<file path="src/adcsw_pkg.sv">
package adcsw_pkg;
    // ****************************************
    // register indices, byte address = 4 * index
    // ****************************************
    localparam logic [7:0] IDX_RES_LOW = 8'hBD;
    localparam logic [7:0] IDX_RES_HIGH = 8'hBE;
    localparam logic [7:0] IDX_GT_LOW = 8'hC3;
    localparam logic [7:0] IDX_GT_HIGH = 8'hC4;
    localparam logic [7:0] IDX_LT_LOW = 8'hC5;
    localparam logic [7:0] IDX_LT_HIGH = 8'hC6;
    localparam logic [7:0] IDX_CTRL = 8'hE8;
    localparam logic [7:0] IDX_CFG = 8'hE9;
    localparam logic [7:0] IDX_IRQ_STAT = 8'hEA;
    localparam logic [7:0] IDX_IRQ_MASK = 8'hEB;
    localparam int ADDR_W = 10;
    localparam int DATA_W = 32;
    // ****************************************
    // reset values
    // ****************************************
    localparam logic [7:0] RST_GT = 8'hFF;
    localparam logic [7:0] RST_LT = 8'h00;
    localparam logic [7:0] RST_CTRL = 8'h00;
    localparam logic [1:0] RST_IRQ = 2'h0;
    // ****************************************
    // start source codes
    // ****************************************
    localparam logic [2:0] CM_SOFT = 3'h0;
    localparam logic [2:0] CM_TMR0 = 3'h1;
    localparam logic [2:0] CM_TMR2 = 3'h2;
    localparam logic [2:0] CM_EXT = 3'h4;
    // ****************************************
    // irq bit positions, config bit
    // ****************************************
    localparam int IRQ_DONE = 0;
    localparam int IRQ_WIN = 1;
    localparam int CFG_LJUST = 0;
    // ****************************************
    // timing, in sar clocks = system clocks
    // ****************************************
    localparam int TRACK_CYCLES = 3;
    localparam int CONV_CYCLES = 16;
    localparam int SAMPLE_W = 10;
    localparam int WORD_W = 16;

    typedef struct packed {
        logic en;
        logic track_delay;
        logic conv_done_flag;
        logic conv_busy_flag;
        logic window_hit_flag;
        logic [2:0] conv_start_select;
    } adcsw_ctrl_t;

    typedef struct packed {
        logic [7:0] high;
        logic [7:0] low;
    } adcsw_limit_t;

    typedef enum logic [1:0] {
        ST_IDLE,
        ST_TRACK,
        ST_CONV
    } adcsw_state_t;
endpackage

</file>
<file path="src/adcsw_top.sv">
`timescale 1ns/1ps
// Contract
// - busy flag reads 1 during a conversion, 0 otherwise.
// - writing busy 1 starts only with select 000; writing 0 does nothing.
// - in software mode the busy write is the start trigger.
// - select 001 starts on timer 0 overflow, 010 on timer 2.
// - one select code starts on a rising edge of the external pin.
// - window flag sets on a match and stays until cleared.
// - detector compares each result with the limits without software.
// - window flag can be polled or used as an interrupt.
// - limits are greater-than and less-than pairs of high and low bytes.
// - inside or outside sense comes only from the limit ordering.
// - greater-than high byte is read-write, resets to all ones.
// - external start (code 100) skips the extra tracking delay.
// - lt above gt means strictly between; otherwise outside the range.
// - done flag sets on each completed conversion until cleared.
module adcsw_top #(
    parameter int TRACK_CYCLES = adcsw_pkg::TRACK_CYCLES,
    parameter int CONV_CYCLES = adcsw_pkg::CONV_CYCLES
) (
    input wire logic i_mclk,
    input wire logic i_rst_n,
    input wire logic [adcsw_pkg::ADDR_W-1:0] i_avs_address,
    input wire logic i_avs_read,
    input wire logic i_avs_write,
    input wire logic [adcsw_pkg::DATA_W-1:0] i_avs_writedata,
    input wire logic [3:0] i_avs_byteenable,
    output logic [adcsw_pkg::DATA_W-1:0] o_avs_readdata,
    output logic o_avs_waitrequest,
    input wire logic [7:0] i_tmr_ovf,
    input wire logic i_external_start_pin,
    input wire logic [adcsw_pkg::SAMPLE_W-1:0] i_sample,
    output logic o_irq
);
    // ****************************************
    // bus slave
    // ****************************************
    logic ack_q;
    logic ack_d;
    logic acc;
    logic wr_fire;
    logic [7:0] idx;
    logic [7:0] wdat;
    logic [7:0] rsel;
    logic [adcsw_pkg::DATA_W-1:0] rdata_q;
    logic [adcsw_pkg::DATA_W-1:0] rdata_d;

    // one wait cycle per access; data lane 0 only
    assign idx = i_avs_address[adcsw_pkg::ADDR_W-1:2];
    assign wdat = i_avs_writedata[7:0];
    assign acc = (i_avs_read | i_avs_write) & ~ack_q;
    assign o_avs_waitrequest = acc;
    assign wr_fire = i_avs_write & ack_q & i_avs_byteenable[0];
    assign o_avs_readdata = rdata_q;

    // ****************************************
    // register state
    // ****************************************
    adcsw_pkg::adcsw_ctrl_t ctrl_q;
    adcsw_pkg::adcsw_ctrl_t ctrl_d;
    adcsw_pkg::adcsw_limit_t gt_q;
    adcsw_pkg::adcsw_limit_t gt_d;
    adcsw_pkg::adcsw_limit_t lt_q;
    adcsw_pkg::adcsw_limit_t lt_d;
    adcsw_pkg::adcsw_limit_t res_q;
    adcsw_pkg::adcsw_limit_t res_d;
    logic ljust_q;
    logic ljust_d;
    logic [1:0] stat_q;
    logic [1:0] stat_d;
    logic [1:0] mask_q;
    logic [1:0] mask_d;

    // ****************************************
    // converter sequencing
    // ****************************************
    adcsw_pkg::adcsw_state_t st_q;
    adcsw_pkg::adcsw_state_t st_d;
    logic [15:0] cnt_q;
    logic [15:0] cnt_d;
    logic ext_q;
    logic ext_d;
    logic sel_evt;
    logic start;
    logic finish;
    logic [adcsw_pkg::WORD_W-1:0] word;
    logic [adcsw_pkg::WORD_W-1:0] gtw;
    logic [adcsw_pkg::WORD_W-1:0] ltw;
    logic hit;
    logic wr_ctrl;

    assign wr_ctrl = wr_fire & (idx == adcsw_pkg::IDX_CTRL);

    // start source select
    always_comb begin
        ext_d = i_external_start_pin;
        unique case (ctrl_q.conv_start_select)
            adcsw_pkg::CM_SOFT: begin
                sel_evt = wr_ctrl & wdat[4];
            end
            adcsw_pkg::CM_EXT: begin
                sel_evt = i_external_start_pin & ~ext_q;
            end
            default: begin
                // 001 timer 0, 010 timer 2, others further timers
                sel_evt = i_tmr_ovf[ctrl_q.conv_start_select];
            end
        endcase
    end

    // starts while busy or disabled are dropped, not queued
    assign start = sel_evt & ctrl_q.en & (st_q == adcsw_pkg::ST_IDLE);
    assign finish = (st_q == adcsw_pkg::ST_CONV) & (cnt_q == 16'h0000);

    // sample formatted in the current justification
    always_comb begin
        if (ljust_q) begin
            word = {i_sample, 6'h00};
        end else begin
            word = {6'h00, i_sample};
        end
    end

    // limit words high:low
    assign gtw = gt_q;
    assign ltw = lt_q;

    // sense set purely by limit ordering
    always_comb begin
        if (ltw > gtw) begin
            hit = (word > gtw) & (word < ltw);
        end else begin
            hit = (word > gtw) | (word < ltw);
        end
    end

    always_comb begin
        st_d = st_q;
        cnt_d = cnt_q;
        unique case (st_q)
            adcsw_pkg::ST_IDLE: begin
                if (start) begin
                    // external pin start has no tracking delay
                    if (ctrl_q.track_delay &&
                            ctrl_q.conv_start_select != adcsw_pkg::CM_EXT) begin
                        st_d = adcsw_pkg::ST_TRACK;
                        cnt_d = 16'(TRACK_CYCLES - 1);
                    end else begin
                        st_d = adcsw_pkg::ST_CONV;
                        cnt_d = 16'(CONV_CYCLES - 1);
                    end
                end
            end
            adcsw_pkg::ST_TRACK: begin
                if (cnt_q == 16'h0000) begin
                    st_d = adcsw_pkg::ST_CONV;
                    cnt_d = 16'(CONV_CYCLES - 1);
                end else begin
                    cnt_d = cnt_q - 16'h0001;
                end
            end
            adcsw_pkg::ST_CONV: begin
                if (finish) begin
                    st_d = adcsw_pkg::ST_IDLE;
                end else begin
                    cnt_d = cnt_q - 16'h0001;
                end
            end
        endcase
    end

    // ****************************************
    // register next values
    // ****************************************
    always_comb begin
        ctrl_d = ctrl_q;
        gt_d = gt_q;
        lt_d = lt_q;
        res_d = res_q;
        ljust_d = ljust_q;
        stat_d = stat_q;
        mask_d = mask_q;
        if (wr_fire) begin
            unique case (idx)
                adcsw_pkg::IDX_GT_HIGH: begin
                    gt_d.high = wdat;
                end
                adcsw_pkg::IDX_GT_LOW: begin
                    gt_d.low = wdat;
                end
                adcsw_pkg::IDX_LT_HIGH: begin
                    lt_d.high = wdat;
                end
                adcsw_pkg::IDX_LT_LOW: begin
                    lt_d.low = wdat;
                end
                adcsw_pkg::IDX_CTRL: begin
                    ctrl_d.en = wdat[7];
                    ctrl_d.track_delay = wdat[6];
                    ctrl_d.conv_start_select = wdat[2:0];
                    // flags clear by writing zero; busy writes only start a conversion in soft mode (select 000)
                    if (!wdat[5]) begin
                        ctrl_d.conv_done_flag = 1'b0;
                    end
                    if (!wdat[3]) begin
                        ctrl_d.window_hit_flag = 1'b0;
                    end
                end
                adcsw_pkg::IDX_CFG: begin
                    ljust_d = wdat[adcsw_pkg::CFG_LJUST];
                end
                adcsw_pkg::IDX_IRQ_STAT: begin
                    if (wdat[adcsw_pkg::IRQ_DONE]) begin
                        ctrl_d.conv_done_flag = 1'b0;
                    end
                    if (wdat[adcsw_pkg::IRQ_WIN]) begin
                        ctrl_d.window_hit_flag = 1'b0;
                    end
                end
                adcsw_pkg::IDX_IRQ_MASK: begin
                    mask_d = wdat[1:0];
                end
                default: begin
                end
            endcase
        end
        if (start) begin
            ctrl_d.conv_busy_flag = 1'b1;
        end
        // sets after clears so a same-cycle event wins
        if (finish) begin
            res_d = word;
            ctrl_d.conv_busy_flag = 1'b0;
            ctrl_d.conv_done_flag = 1'b1;
            if (hit) begin
                ctrl_d.window_hit_flag = 1'b1;
            end
        end
        stat_d[adcsw_pkg::IRQ_DONE] = ctrl_d.conv_done_flag;
        stat_d[adcsw_pkg::IRQ_WIN] = ctrl_d.window_hit_flag;
    end

    // ****************************************
    // read mux
    // ****************************************
    always_comb begin
        rsel = 8'h00;
        unique case (idx)
            adcsw_pkg::IDX_RES_LOW: begin
                rsel = res_q.low;
            end
            adcsw_pkg::IDX_RES_HIGH: begin
                rsel = res_q.high;
            end
            adcsw_pkg::IDX_GT_HIGH: begin
                rsel = gt_q.high;
            end
            adcsw_pkg::IDX_GT_LOW: begin
                rsel = gt_q.low;
            end
            adcsw_pkg::IDX_LT_HIGH: begin
                rsel = lt_q.high;
            end
            adcsw_pkg::IDX_LT_LOW: begin
                rsel = lt_q.low;
            end
            adcsw_pkg::IDX_CTRL: begin
                rsel = ctrl_q;
            end
            adcsw_pkg::IDX_CFG: begin
                rsel = {7'h00, ljust_q};
            end
            adcsw_pkg::IDX_IRQ_STAT: begin
                rsel = {6'h00, stat_q};
            end
            adcsw_pkg::IDX_IRQ_MASK: begin
                rsel = {6'h00, mask_q};
            end
            default: begin
                rsel = 8'h00;
            end
        endcase
        ack_d = acc;
        rdata_d = rdata_q;
        if (acc && i_avs_read) begin
            rdata_d = {24'h00_0000, rsel};
        end
    end

    // status mirrors the flags, so polling and interrupt agree
    assign o_irq = |(stat_q & mask_q);

    // ****************************************
    // registers
    // ****************************************
    always_ff @(posedge i_mclk) begin
        if (!i_rst_n) begin
            ack_q <= 1'b0;
            rdata_q <= '0;
            ctrl_q <= adcsw_pkg::RST_CTRL;
            gt_q <= {adcsw_pkg::RST_GT, adcsw_pkg::RST_GT};
            lt_q <= {adcsw_pkg::RST_LT, adcsw_pkg::RST_LT};
            res_q <= '0;
            ljust_q <= 1'b0;
            stat_q <= adcsw_pkg::RST_IRQ;
            mask_q <= adcsw_pkg::RST_IRQ;
            st_q <= adcsw_pkg::ST_IDLE;
            cnt_q <= 16'h0000;
            ext_q <= 1'b0;
        end else begin
            ack_q <= ack_d;
            rdata_q <= rdata_d;
            ctrl_q <= ctrl_d;
            gt_q <= gt_d;
            lt_q <= lt_d;
            res_q <= res_d;
            ljust_q <= ljust_d;
            stat_q <= stat_d;
            mask_q <= mask_d;
            st_q <= st_d;
            cnt_q <= cnt_d;
            ext_q <= ext_d;
        end
    end
endmodule
</file>
<file path="config.mk">
export PLATFORM = sky130hd
export DESIGN_NAME = adcsw_top
export DESIGN_NICKNAME = d
export VERILOG_FILES = /design/src/adcsw_pkg.sv /design/src/adcsw_top.sv
export SDC_FILE = /design/constraint.sdc
export NUM_CORES = 1
export LEC_CHECK = 0
export ABC_AREA = 1
export BUFFER_PORTS_ARGS = -buffer_cell sky130_fd_sc_hd__buf_2
export CAP_MARGIN = 20
export CORE_MARGIN = 4
export CORE_UTILIZATION = 50
export DETAILED_ROUTE_END_ITERATION = 12
export GPL_ROUTABILITY_DRIVEN = 0
export PLACE_DENSITY = 0.83
export SLEW_MARGIN = 25
export SYNTH_ARGS = -nofsm -noshare
export SYNTH_HDL_FRONTEND = slang
export SYNTH_SLANG_ARGS = --single-unit
</file>
<file path="constraint.sdc">
create_clock -name i_mclk -period 3.66 [get_ports i_mclk]
set_input_delay 0.549 -clock i_mclk [delete_from_list [all_inputs] [get_ports i_mclk]]
set_output_delay 0.549 -clock i_mclk [all_outputs]
set_load 0.01 [all_outputs]
</file>
Word-level counts from Yosys, hierarchy flattened
Cells that the tools add are included.
{ "op_classes": {"magnitude_cmp": 4, "n_reduce_logical": 16, "n_eq_ne": 18, "bitwise": 16, "add_sub_neg": 1, "n_mux": 28} }
{ "op_table": {"columns": ["cell", "count"], "rows": [
  ["8-bit == test (second input constant)", 10],
  ["8-bit one-hot mux with 10 select lines", 1],
  ["16-bit 2-to-1 mux", 4],
  ["16-bit one-hot mux with 3 select lines", 1],
  ["16-bit greater-than comparator", 2],
  ["16-bit logical NOT", 1],
  ["16-bit < comparator", 1],
  ["2-bit AND reduction", 8],
  ["16-bit by 1-bit subtractor with 16-bit output (second input constant)", 1],
  ["1-bit AND", 10],
  ["1-bit 2-to-1 mux", 9],
  ["2-bit 2-to-1 mux", 4],
  ["4-bit 2-to-1 mux", 2],
  ["2-bit inequality test (second input constant)", 4],
  ["3-bit 2-to-1 mux", 2],
  ["1-bit one-hot mux with 2 select lines", 3],
  ["2-bit one-hot mux with 3 select lines", 1],
  ["3-bit by 4-bit < comparator with 1-bit output (second input constant)", 1],
  ["2-bit OR reduction", 2],
  ["1-bit binary-select mux with 3-bit select", 1],
  ["3-bit == test (second input constant)", 1],
  ["3-bit logical NOT", 1],
  ["3-bit inequality test (second input constant)", 1],
  ["1-bit NOT", 3],
  ["other kinds (7)", 9]
]} }
{ "word_totals": {"regBits": 89, "input_bits": 69, "output_inout_bits": 34} }

Longest topological paths before layout
{ "depth": {"depth_word": 9, "mapped_depth": 16, "ltp_nobuf": 16} }

Least setup slack after synthesis
OpenSTA, ideal clock, no wires.
{ "synth_timing": {"kind": "register to register", "from": "reg ljust_q", "to": "reg ctrl_q[3] in the netlist's numbering", "path_buffers": 1, "period_less_slack_ps": 1892, "path_slack_ps": 1768, "path_stages_with_launch": 14, "arrival_time_ps": 1819, "setup_ps": 73, "cell_sequence": "dfxtp_1 -> inv_1 -> clkbuf_1 -> o21ai_0 -> ha_1 -> nand2_1 -> nor2_1 -> a211oi_1 -> nand2_1 -> nand2_1 -> nand3_1 -> nand2_1 -> nand3_1 -> a21oi_1"} }
{ "synth_between": {"elab_chain_len": 6, "elab_cells_between_ends": 8, "cone_classes": "order compare: 2; mux: 4; bitwise: 2"} }
{ "synth_lines": {"columns": ["item", "line_no", "text"], "rows": [
  ["start, declared", "adcsw_top.sv:67", "logic ljust_q;"],
  ["start signal, assigned", "adcsw_top.sv:317", "ljust_q <= ljust_d;"],
  ["16-bit 2-to-1 mux *", "adcsw_top.sv:117", "if (ljust_q) begin"],
  ["via word (one bit)", "adcsw_top.sv:86", "logic [adcsw_pkg::WORD_W-1:0] word;"],
  ["16-bit greater-than comparator / 16-bit < comparator (equally long branches)", "adcsw_top.sv:131, adcsw_top.sv:133", null],
  ["1-bit OR / 1-bit AND (equally long branches)", "adcsw_top.sv:133, adcsw_top.sv:131", null],
  ["1-bit 2-to-1 mux *", "adcsw_top.sv:130", "if (ltw > gtw) begin"],
  ["1-bit 2-to-1 mux *", "adcsw_top.sv:235", "if (hit) begin"],
  ["3-bit 2-to-1 mux *", "adcsw_top.sv:231", "if (finish) begin"],
  ["end signal, assigned", "adcsw_top.sv:300", "ctrl_q <= adcsw_pkg::RST_CTRL;"],
  ["end signal, assigned", "adcsw_top.sv:313", "ctrl_q <= ctrl_d;"],
  ["end, declared", "adcsw_top.sv:59", "adcsw_pkg::adcsw_ctrl_t ctrl_q;"]
]} }
Mark *: on every way through the listed nets, which the timed path passes. The rest lies on a longest branch.
A chain may end at the register's enable or synchronous reset.

Worst setup path in the final report
Same ends and word-level chain as after synthesis.

==> metrics.csv <==
metric;value;unit
ant_nets;0;
clockBufferDepth;2;
r2r_end;ctrl_q[3];
r2r_slack;1.20;ns
tns;0;ns
area_growth_syn_to_layout;9.57;%
finalHoldViolations;0;
tightest_slew;0.843;ns
ys_ff_latch;87;
synth_compound_area_frac;0.192;
grt_pass1_wl;25200;um
synth-main-ff-cell;dfxtp_1;
wirelength;15300;um
pre_cts_ws;1.12;ns
total_power;3.48;mW
fp-row-count;38;
min-delay-start;i_external_start_pin;
ys_seq_area_frac;0.301;
cts_sinks;87;
cts_inserted_buffers;9;
routed-via-count;5698;
dpl.hpwl;11400;um
cpMaxStageDelayCell;o21ai_0;
path_common_cell;a21oi_1;
grt_max_degree;53;
period_share;0.673;
holdPathEnd;ext_q;
required;3.86;ns
leakagePower;3.10;nW
drcViolationCount;0;
finalSetupViolations;0;
drt_pre_antenna_iters;5;
clk_pin_slew;0.06;ns
holdCritPathClass;input pin to register;
powerDensity;550;mW/mm2
htreeDepth;3;
synth-xor-area-share;0.0121;
grt_util_all_layers;0.236;
crit_type;register to register;
synthAdderAreaFrac;0.104;
synth_area_per_cell;6.73;um2
rr_worst_depth;12;
postCtsSetupBuffers;0;
fillers;1038;
antenna_cells;0;
worst_setup_path_end_kind;register;
status;finished, final reports clean;
cts_tree;done;
post_cts_resized;0;
io_pins;103;
crit_path_max_fanout;13;
clk_latency;0.34;ns
worstPathCellList;buf_4 -> inv_1 -> o21ai_0 -> ha_1 -> a21oi_1 -> a21oi_1 -> nor2_1 -> nand2_1 -> o21ai_0 -> nand2_1 -> nand3_1 -> a21oi_1;
grt_overflow_total;0;
fin_nets;1014;
period_needed;2.46;ns
timing.final.ws_setup;1.20;ns
initial_core_util;0.522;
first_global_vias;5268;
crit_family;compound AO/OA/AOI/OAI gates;
synthMuxAreaShare;0;
async_flop_share;0;
r2r_start;ljust_q;
slew-limit-headroom;0.436;
fmaxAchievable;0.406;GHz
worst-endpoint-arrival;2.66;ns
first_iter_violations;508;
die_x;116;um
viasPerCell;5.47;
syn_area;0.00578;mm2
synth_cells;859;
rsz0062_at_grt;false;
synth_top_family_by_area;simple AND/OR/NAND/NOR gates;
clock_skew;0.00476;ns
cts_hold_repair.buffers;0;
slew_viol_final;0;
yosys.area_share.simple;0.254;
synth-edff-count;0;
grt_antenna_before_repair;0;
yosysWarnings;0;
dieArea;0.0133;mm2
min_path_cells;3;
ys_types;40;
cp-start-kind;register;
cap_violations;0;
fp.dieH;116;um
worst-path-buf-inv;2;
cts_root_buf;clkbuf_16;
wl_per_cell;14.7;um
slowest_delay;0.49;ns
port_buffers;47;
peakVddDrop;0.370;mV
drive_gt1_frac;0.108;
core-area;0.0111;mm2
-- logic make-up after synthesis --
logic type	Yosys count
buffers and inverters	177
XOR/XNOR	8
AO/OA/AOI/OAI	198
adder cells (fa/ha/maj)	48
flip-flops	87
other	1
AND/OR/NAND/NOR	340
-- power breakdown --
part	internal, mW	switching (mW)	leakage [nW]
logic	0.417	0.897	2.23
registers	1.08	0.0850	0.705
clock network	0.635	0.370	0.160
total	2.13	1.35	3.10
-- layout make-up --
class	instances	area, um2	area share
well taps	140	175	0.0277
inverters	131	493	0.0779
clock buffers	13	260	0.0411
repair buffers	50	258	0.0407
flip-flops and latches	87	1740	0.275
multi-input cells	618	3340	0.527
clock inverters	3	65.1	0.0103
-- synth_stat cells (4+ instances only) --
master / number / area [um2]
a211oi_1: 18 / 135
a21oi_1: 85 / 425
a21oi_2: 9 / 78.8
buf_2: 5 / 25.0
buf_4: 26 / 195
clkbuf_1: 13 / 48.8
dfxtp_1: 87 / 1740
ha_1: 48 / 601
inv_1: 122 / 458
inv_2: 6 / 22.5
nand2_1: 166 / 623
nand2_2: 4 / 25.0
nand3_1: 36 / 180
nand4_1: 16 / 100
nor2_1: 93 / 349
nor3_1: 9 / 45.0
o21ai_0: 57 / 285
o21ai_1: 4 / 20.0
o22ai_1: 17 / 106
xor2_1: 6 / 52.6
-- metal layers --
metal / share of wire / track usage / vias up
met3: 0.073 / 0.0423 / 47
met4: 0.046 / 0.113 / 0
li1: - / - / 2852
met5: 0 / 0 / -
met2: 0.47 / 0.389 / 244
met1: 0.41 / 0.299 / 2555
-- how the worst max path moves through the flow --
stage                                start  cells after the start   endpoint
after floorplan                    ljust_q                     13  ctrl_q[3]
after global placement    i_avs_address[8]                      8    gt_q[3]
after detailed placement  i_avs_address[8]                      8    gt_q[3]
after CTS                          ljust_q                     12  ctrl_q[3]
after global routing               ljust_q                     12  ctrl_q[3]
final                              ljust_q                     12  ctrl_q[3]
-- metrics by stage --
step / hold slack [ns] / area, um2 / cells / utilization
6_report: 0.409 / 6330 / 1042 / 0.572
5_1_grt: 0.429 / 6330 / 1042 / 0.572
4_1_cts: 0.400 / 6330 / 1042 / 0.572
3_5_place_dp: 0.441 / 6010 / 1026 / 0.542
3_3_place_gp: 0.435 / 6010 / 1026 / 0.542
2_1_floorplan: 0.425 / 5870 / 882 / -
-- placed cells by master, fill, tap and decap left out, types with 16 or more instances in the layout --
| master | n |
|---|---|
| buf_2 | 47 |
| inv_1 | 122 |
| o21ai_0 | 57 |
| nand3_1 | 36 |
| nor2_1 | 93 |
| conb_1 | 24 |
| ha_1 | 48 |
| o22ai_1 | 17 |
| a211oi_1 | 18 |
| dfxtp_1 | 87 |
| nand4_1 | 16 |
| nand2_1 | 166 |
| a21oi_1 | 85 |
-- worst min-delay path: stages --
cell,delay (ns)
buf_2,0.09
nand2_1,0.04
inv_1,0.04
-- flip-flops by register name, indices dropped and copies added, names as in the netlist --
name	count
cnt_q	16
gt_q	16
lt_q	16
res_q	16
o_avs_readdata	8
ctrl_q	7
mask_q	2
st_q	2
ack_q	1
ext_q	1
ljust_q	1
stat_q	1
(Power assumes the default switching activity.)
